==> config.mk <==
export PLATFORM = sky130hd
export DESIGN_NAME = speech_rom_card_address_decode
export DESIGN_NICKNAME = d
export VERILOG_FILES = /design/src/speech_rom_card_pkg.sv /design/src/speech_rom_card_address_decode.sv
export SDC_FILE = /design/constraint.sdc
export NUM_CORES = 1
export LEC_CHECK = 0
export BUFFER_PORTS_ARGS = -buffer_cell sky130_fd_sc_hd__buf_2
export CORE_AREA = 2 2 85 87
export DETAILED_ROUTE_END_ITERATION = 8
export DIE_AREA = 0 0 87 89
export PLACE_DENSITY_LB_ADDON = 0.2
export SLEW_MARGIN = 20
export SYNTH_ARGS = -nofsm -noshare
export SYNTH_HDL_FRONTEND = slang
export SYNTH_SLANG_ARGS = --single-unit
==> constraint.sdc <==
create_clock -name i_clock -period 1.2 [get_ports i_clock]
set_input_delay 0.24 -clock i_clock [delete_from_list [all_inputs] [get_ports i_clock]]
set_output_delay 0.24 -clock i_clock [all_outputs]
set_load 0.01 [all_outputs]
==> src/speech_rom_card_pkg.sv <==
// Package with constants and carrier types for the speech ROM card decoder
package speech_rom_card_pkg;

  // ************************************************************
  // Widths
  // ************************************************************
  localparam int BUS_WIDTH      = 8;
  localparam int ADDR_WIDTH     = 20;
  localparam int SLOT_SW_WIDTH  = 3;
  localparam int ROW_WIDTH      = 4;
  localparam int COL_WIDTH      = 2;

  // ************************************************************
  // Address field layout (high, medium, low parts)
  // ************************************************************
  localparam int HIGH_LSB       = 16;
  localparam int HIGH_WIDTH     = 4;
  localparam int MED_LSB        = 8;
  localparam int LOW_LSB        = 0;

  // Card range: 256 kbytes, card number sits above the 18 offset bits
  localparam int OFFSET_WIDTH   = 18;
  localparam int VCARD_BIT      = 17;
  localparam int CARD_NUM_LSB   = 18;
  localparam int CARD_NUM_WIDTH = 2;

  // Each memory device covers 16 kbytes; 4 rows by 2 columns decode 8 devices
  localparam int DEV_ADDR_WIDTH = 14;

  // ************************************************************
  // Reset values
  // ************************************************************
  localparam logic [BUS_WIDTH-1:0] HIGH_RESET = 8'h00;
  localparam logic [BUS_WIDTH-1:0] MED_RESET  = 8'h00;

  // ************************************************************
  // Carrier types
  // ************************************************************
  typedef struct packed {
    logic                 load_high;
    logic                 load_medium;
    logic                 data_select;
    logic                 write_strobe;
    logic [BUS_WIDTH-1:0] data;
  } backplane_type;

  typedef struct packed {
    logic [ROW_WIDTH-1:0]      row_select_n;
    logic [COL_WIDTH-1:0]      col_output_n;
    logic [ROW_WIDTH-1:0]      write_enable_n;
    logic [DEV_ADDR_WIDTH-1:0] device_addr;
  } memory_ctrl_type;

endpackage : speech_rom_card_pkg

==> src/speech_rom_card_address_decode.sv <==
// Backplane address assembly and decode for a speech ROM card
`timescale 1ns/100ps
`default_nettype none

// What this block does
// Builds 20-bit address from 8-bit transfers
// Controller loads high part first
// Controller then loads medium part
// Low part used straight from bus
// Decode gives range, chip and write enables
// Card enable in range; drives buffer, rows
// Row and column decodes flag valid addresses
// Columns enable outputs; rows select chips
// Data gated by strobe and card enable
// 256 kbytes as virtual cards 0, 1
// Card number taken from three-position switch
// Data valid after high, medium loaded
module speech_rom_card_address_decode
  import speech_rom_card_pkg::*;
(
  // Clock and reset
  input  wire logic                      i_clock,
  input  wire logic                      i_reset_n,
  // Backplane from the controller
  input  wire backplane_type             i_backplane,
  // Configuration switch
  input  wire logic [SLOT_SW_WIDTH-1:0]  i_card_switch,
  // Read data from the memory devices
  input  wire logic [BUS_WIDTH-1:0]      i_memory_data,
  // Memory device control
  output memory_ctrl_type                o_memory_ctrl,
  // Data buffer toward the backplane, card enable, data valid and assembled address
  output logic [BUS_WIDTH-1:0]           o_data,
  output logic                           o_data_oe,
  output logic                           o_card_enable,
  output logic                           o_data_valid,
  output logic [ADDR_WIDTH-1:0]          o_address
);

  // ************************************************************
  // Input synchronisers
  // ************************************************************
  // Backplane pins come from the controller's timing, so every one is
  // passed through two stages before any decode looks at it.
  backplane_type              bp_meta_reg,  bp_meta_next;
  backplane_type              bp_sync_reg,  bp_sync_next;
  logic [SLOT_SW_WIDTH-1:0]   sw_meta_reg,  sw_meta_next;
  logic [SLOT_SW_WIDTH-1:0]   sw_sync_reg,  sw_sync_next;
  logic [BUS_WIDTH-1:0]       mem_meta_reg, mem_meta_next;
  logic [BUS_WIDTH-1:0]       mem_sync_reg, mem_sync_next;

  always_comb begin
    bp_meta_next  = i_backplane;
    bp_sync_next  = bp_meta_reg;
    sw_meta_next  = i_card_switch;
    sw_sync_next  = sw_meta_reg;
    mem_meta_next = i_memory_data;
    mem_sync_next = mem_meta_reg;
  end

  always_ff @(posedge i_clock or negedge i_reset_n) begin
    if (!i_reset_n) begin
      bp_meta_reg  <= '0;
      bp_sync_reg  <= '0;
      sw_meta_reg  <= '0;
      sw_sync_reg  <= '0;
      mem_meta_reg <= '0;
      mem_sync_reg <= '0;
    end else begin
      bp_meta_reg  <= bp_meta_next;
      bp_sync_reg  <= bp_sync_next;
      sw_meta_reg  <= sw_meta_next;
      sw_sync_reg  <= sw_sync_next;
      mem_meta_reg <= mem_meta_next;
      mem_sync_reg <= mem_sync_next;
    end
  end

  // ************************************************************
  // Decode functions
  // ************************************************************
  function automatic logic [ROW_WIDTH-1:0] one_hot_low(input logic [1:0] sel,
                                                       input logic       en);
    logic [ROW_WIDTH-1:0] v;
    v = '1;
    if (en) begin
      v[sel] = 1'b0;
    end
    return v;
  endfunction : one_hot_low

  // ************************************************************
  // Address holding registers
  // ************************************************************
  typedef enum logic [1:0] {
    WAIT_HIGH,
    WAIT_MEDIUM,
    ADDR_READY
  } load_state_type;

  logic [BUS_WIDTH-1:0]  high_reg,  high_next;
  logic [BUS_WIDTH-1:0]  med_reg,   med_next;
  load_state_type        state_reg, state_next;

  always_comb begin
    high_next  = high_reg;
    med_next   = med_reg;
    state_next = state_reg;
    // A new high load always restarts the sequence
    if (bp_sync_reg.load_high) begin
      high_next  = bp_sync_reg.data;
      state_next = WAIT_MEDIUM;
    end else if (bp_sync_reg.load_medium) begin
      med_next = bp_sync_reg.data;
      case (state_reg)
        WAIT_MEDIUM: state_next = ADDR_READY;
        ADDR_READY:  state_next = ADDR_READY;
        WAIT_HIGH:   state_next = WAIT_HIGH;
        default:     state_next = WAIT_HIGH;
      endcase
    end
  end

  always_ff @(posedge i_clock or negedge i_reset_n) begin
    if (!i_reset_n) begin
      high_reg  <= HIGH_RESET;
      med_reg   <= MED_RESET;
      state_reg <= WAIT_HIGH;
    end else begin
      high_reg  <= high_next;
      med_reg   <= med_next;
      state_reg <= state_next;
    end
  end

  // ************************************************************
  // Address decode and outputs
  // ************************************************************
  logic [ADDR_WIDTH-1:0]  full_addr;
  logic                   in_range;
  logic                   sel_active;
  memory_ctrl_type        mem_ctrl_next;
  logic [BUS_WIDTH-1:0]   data_next;
  logic                   data_oe_next;
  logic                   card_enable_next;
  logic                   data_valid_next;

  memory_ctrl_type        mem_ctrl_reg;
  logic [BUS_WIDTH-1:0]   data_reg;
  logic                   data_oe_reg;
  logic                   card_enable_reg;
  logic                   data_valid_reg;
  logic [ADDR_WIDTH-1:0]  address_reg;

  always_comb begin
    // Low part is never latched; it comes live from the bus
    full_addr = {high_reg[HIGH_WIDTH-1:0], med_reg, bp_sync_reg.data};
    // Switch low bits give the 256-kbyte window; top switch bit is spare
    in_range  = (full_addr[ADDR_WIDTH-1:CARD_NUM_LSB] ==
                 sw_sync_reg[CARD_NUM_WIDTH-1:0]);
    sel_active = bp_sync_reg.data_select && (state_reg == ADDR_READY);
    card_enable_next = in_range && sel_active;
    // Rows act as chip selects; bit 17 picks virtual card 0 or 1
    mem_ctrl_next.row_select_n = one_hot_low(
      {full_addr[VCARD_BIT], full_addr[DEV_ADDR_WIDTH]}, card_enable_next);
    // Columns open the device outputs only for reads
    mem_ctrl_next.col_output_n = card_enable_next && !bp_sync_reg.write_strobe
                                 ? {~full_addr[DEV_ADDR_WIDTH+1], full_addr[DEV_ADDR_WIDTH+1]}
                                 : '1;
    mem_ctrl_next.write_enable_n = bp_sync_reg.write_strobe
                                   ? mem_ctrl_next.row_select_n : '1;
    mem_ctrl_next.device_addr = full_addr[DEV_ADDR_WIDTH-1:0];
  end

  always_ff @(posedge i_clock or negedge i_reset_n) begin
    if (!i_reset_n) begin
      mem_ctrl_reg    <= '{row_select_n: '1, col_output_n: '1,
                           write_enable_n: '1, device_addr: '0};
      card_enable_reg <= 1'b0;
      address_reg     <= '0;
    end else begin
      mem_ctrl_reg    <= mem_ctrl_next;
      card_enable_reg <= card_enable_next;
      address_reg     <= full_addr;
    end
  end

  // ************************************************************
  // Data buffer toward the backplane
  // ************************************************************
  // Memory data lags its pins by the two sync stages, so the controller
  // must hold the low byte for the whole data select phase.
  always_comb begin
    // Buffer drives only while card enable is up and write strobe is down
    data_oe_next    = card_enable_next && !bp_sync_reg.write_strobe;
    data_next       = '0;
    if (data_oe_next) begin
      data_next = mem_sync_reg;
    end
    data_valid_next = data_oe_next;
  end

  always_ff @(posedge i_clock or negedge i_reset_n) begin
    if (!i_reset_n) begin
      data_reg       <= '0;
      data_oe_reg    <= 1'b0;
      data_valid_reg <= 1'b0;
    end else begin
      data_reg       <= data_next;
      data_oe_reg    <= data_oe_next;
      data_valid_reg <= data_valid_next;
    end
  end

  assign o_memory_ctrl = mem_ctrl_reg;
  assign o_data        = data_reg;
  assign o_data_oe     = data_oe_reg;
  assign o_card_enable = card_enable_reg;
  assign o_data_valid  = data_valid_reg;
  assign o_address     = address_reg;

endmodule : speech_rom_card_address_decode

`default_nettype wire

Yosys cells after proc, flatten, opt, wreduce, memory -nomap -nowiden

Cells that the tools add are included.

Bits of input ports: 25
Output and inout bits: 55
Flip-flop bits (word level): 112
Logic and storage cells: 50

Order comparisons: 2
Mux-type cells: 9
Bitwise gates (word level): 3
Reductions and logical operators: 8
Eq/ne operators: 3

Operators by type and width:

| cell                                                | count |
|---|---|
| two-way mux 2 bit                                   | 4 |
| two-way mux 4 bit                                   | 2 |
| two-way mux 8 bit                                   | 1 |
| logical AND 1 bit                                   | 4 |
| NOT 4 bit                                           | 1 |
| < comparator 2 x 3 -> 1 bit, second input constant  | 1 |
| demux 1 bit (select 2 bit)                          | 1 |
| equality test 2 x 1 -> 1 bit, second input constant | 1 |
| equality test 2 bit                                 | 1 |
| equality test 2 bit, second input constant          | 1 |
| >= comparator 2 x 1 -> 1 bit, second input constant | 1 |
| NOT 1 bit                                           | 2 |
| AND reduction 2 bit                                 | 1 |
| nonzero test 2 bit                                  | 1 |
| OR reduction 2 bit                                  | 1 |
| zero test 1 bit                                     | 1 |
| two-way mux 1 bit                                   | 1 |

Depth between registers and ports, before layout

Word-level depth: 7
Mapped depth: 5
Gate-level depth less buffers: 4

Least setup slack after synthesis

Ideal clock, no wire load.

Path type: register to register
From: register state_reg[0]
To: register mem_ctrl_reg (netlist bit o_memory_ctrl[19])
Buffers on the path: 0
Cell stages (with the launch flop): 5
Library setup time: 0.094 ns
Setup slack: -0.065 ns
Period minus slack after synthesis: 1.265 ns
Required time: 1.106 ns
Arrival: 1.171 ns
Path through: dfrtp_1 -> inv_1 -> ha_1 -> nand2_1 -> or4_1

RTL lines:

| element                | line                                  | text |
|---|---|---|
| start, declared        | speech_rom_card_address_decode.sv:103 | `load_state_type state_reg, state_next;` |
| start signal, assigned | speech_rom_card_address_decode.sv:132 | `state_reg <= state_next;` |
| end signal, assigned   | speech_rom_card_address_decode.sv:177 | `mem_ctrl_reg <= '{row_select_n: '1, col_output_n: '1,` |
| end signal, assigned   | speech_rom_card_address_decode.sv:182 | `mem_ctrl_reg <= mem_ctrl_next;` |
| end, declared          | speech_rom_card_address_decode.sv:148 | `memory_ctrl_type mem_ctrl_reg;` |

==> results_dict.tcl <==
set metrics [dict create \
    period_minus_slack_ns 1.24 \
    drtIter0Drc 71 \
    fin_ws_ns -0.0387 \
    grt_overflow 0 \
    layout.nets 316 \
    synthMostInstantiatedCell "dfrtp_1" \
    synthCells 179 \
    tightest_slew_ns 0.329 \
    finalCritPeriodShare 1.03 \
    antenna_found_initial 0 \
    fp-row-count 30 \
    synth.area.top_cells "dfrtp_1 (72%), dfstp_2 (8.6%), buf_4 (3.7%), mux2_2 (3.7%), nand2b_1 (2.7%)" \
    hp-class "input port to asynchronous set/reset pin" \
    start_kind "flip-flop" \
    wire_per_inst_um 13.8 \
    drive_above_1_share 0.508 \
    drt-total-wl_mm 5.17 \
    cts_tree "built" \
    sequentialPowerShare 0.566 \
    start_util 0.456 \
    setup_violations 15 \
    insertedDiodeCount 0 \
    grt.total_usage 0.149 \
    yosysWarnings 0 \
    crit_path_max_fanout 7 \
    arrival_ns 1.51 \
    wl_met1_mm 2.27 \
    switching_share 0.237 \
    pwr-share-clk 0.329 \
    die_height_um 89 \
    slew_violations 0 \
    largest_reg_flops 20 \
    cap_viol_max_count 0 \
    cts_buffer_depth 2 \
    power.internal_mw 4.85 \
    power.switching_mw 1.51 \
    clk_pin_slew_ns 0.09 \
    hold_viol 0 \
    drc 0 \
    dr.pass1.iters 4 \
    synth.net_count 205 \
    core_region_area_um2 6720 \
    p_comb_frac 0.105 \
    critPathKind "flip-flop to flip-flop" \
    max_clock_freq_ghz 0.807 \
    wl_met3_um 190 \
    ant_nets 0 \
    worst-endpoint-required_ns 1.47 \
    area_delta_synth_final_pct 37.2 \
    critPathCaptureType "flip-flop" \
    synth_edf_count 0 \
    die-area_um2 7740 \
    ys.flop_type "dfrtp_1" \
    peakVddDrop_uv 786 \
    port-buffer-count 78 \
    syn_area_um2 3060 \
    top_layer "met4" \
    htreeDepth 3 \
    fp.dieW_um 87 \
    ys_ff_latch 98 \
    dp_hpwl_mm 3.34 \
    clk_latency_ns 0.36 \
    utilization 0.626 \
    whs_ns 0.320 \
    vias_per_cell 4.60 \
    async_reset_ff_frac 1.00 \
    cts_made_buffers 9 \
    grt_max_degree 44 \
    ys_seq_area_frac 0.804 \
    gp_congestion 0.729 \
    wl_met2_mm 2.58 \
    synth_top_cell_area_share 0.719 \
    grt_pass1_vias 1724 \
    p_leak_nw 1.96 \
    rsz0062_at_grt "yes" \
    yosys-top-cells-count "dfrtp_1 (88), buf_4 (15), nand2b_1 (13)" \
    failed_checks "negative setup slack" \
    route.vias.total 1724 \
    grt_pass1_wl_mm 8.37 \
    fin_skew_ns 0.00760 \
    ios 80 \
    powerDensity_nw_per_um2 1510 \
    cts.sinks 98 \
    run_status "finished with violations" \
    syn_area_per_cell_um2 17.1 \
    yosysUniqueCellTypes 24 \
    synth_top_area_cell "dfrtp_1" \
    slew_headroom 0.781 \
    r2r_slack_ns -0.04 \
    clock-root-buffer "clkbuf_8" \
]
-- path summary, 6_finish.rpt --
kind | to | from | cells after the start
worst min register to register | bp_sync_reg[0] | bp_meta_reg[0] | 0
worst min-delay path | med_reg[5] | i_reset_n | 2
worst max-delay path | o_memory_ctrl[22] | state_reg[0] | 4
max in group asynchronous | o_memory_ctrl[20] | i_reset_n | 3
worst max register to register | o_memory_ctrl[22] | state_reg[0] | 4
min in group i_clock | bp_sync_reg[0] | bp_meta_reg[0] | 0
-- layout by cell type, fill, tap and decap left out, types with 2 or more instances in the layout --
cell type and count:
or4_4 2, dlygate4sd3_1 23, nor2_1 2, mux2_1 2, buf_2 67, xor2_2 2
nand4_1 2, clkbuf_8 10, nor4_2 6, dfrtp_1 88, nand4b_1 4, buf_4 18
mux2_2 10, dfstp_2 10, buf_6 11, nor4_4 2, buf_12 2, xnor2_1 2
clkinv_2 2, nand2b_1 13, or4_1 2
-- critical path, cell delays in order (launching register included) --
cell	delay [ns]
dfrtp_1	0.38
inv_2	0.07
ha_4	0.14
nand2_4	0.06
or4_4	0.51
-- power groups by stage --
stage,clock [mW],sequential (mW),combinational (mW)
2_1_floorplan,0,3.69,0.248
3_3_place_gp,0,3.65,0.564
3_5_place_dp,0,3.66,0.571
4_1_cts,2.16,3.60,0.659
5_1_grt,2.32,3.63,0.737
6_report,2.09,3.60,0.668
-- through the flow --
stage | cells | instance area [µm²] | setup TNS (ns) | setup WS [ns] | total power, mW
after floorplan | 179 | 3070 | -0.0242 | -0.0242 | 3.94
after global placement | 335 | 3590 | -0.0944 | -0.0588 | 4.22
after detailed placement | 335 | 3590 | -0.552 | -0.115 | 4.23
after CTS | 375 | 4170 | -0.528 | -0.0542 | 6.42
after global routing | 375 | 4200 | -1.29 | -0.0911 | 6.69
final | 375 | 4200 | -0.360 | -0.0387 | 6.36
-- final cells by class --
| class | instances | area (µm²) |
|---|---|---|
| Sequential cell | 98 | 2460 |
| Fill cell | 503 | 2510 |
| Clock buffer | 10 | 138 |
| Tap cell | 80 | 100 |
| Multi-Input combinational cell | 59 | 568 |
| Inverter | 1 | 3.75 |
| Clock inverter | 6 | 65.1 |
| Timing Repair Buffer | 121 | 865 |
-- cell families (layout without fill, tap and decap cells) --
| logic type | count (synthesis) | after routing | synth area share |
|---|---|---|---|
| compound gates | 2 | 2 | 0.00408 |
| xor+xnor | 4 | 4 | 0.0114 |
| fa+ha+maj | 1 | 1 | 0.00408 |
| buf+inv | 22 | 138 | 0.0470 |
| flops | 98 | 98 | 0.804 |
| mux | 12 | 12 | 0.0441 |
| simple gates | 40 | 40 | 0.0849 |
-- per-layer routing --
| metal | up-vias | GRT usage |
|---|---|---|
| met5 | - | 0 |
| met1 | 860 | 0.194 |
| met2 | 53 | 0.227 |
| met3 | 10 | 0.0360 |
| met4 | 0 | 0.0938 |
| li1 | 801 | - |
-- repair_timing --
action	CTS	global route
hold buffers	23	0
endpoints found under the setup margin	23	29
endpoints found under the hold margin	44	0
gates resized for setup	23	6
setup buffers	1	0
(Power assumes the default switching activity.)
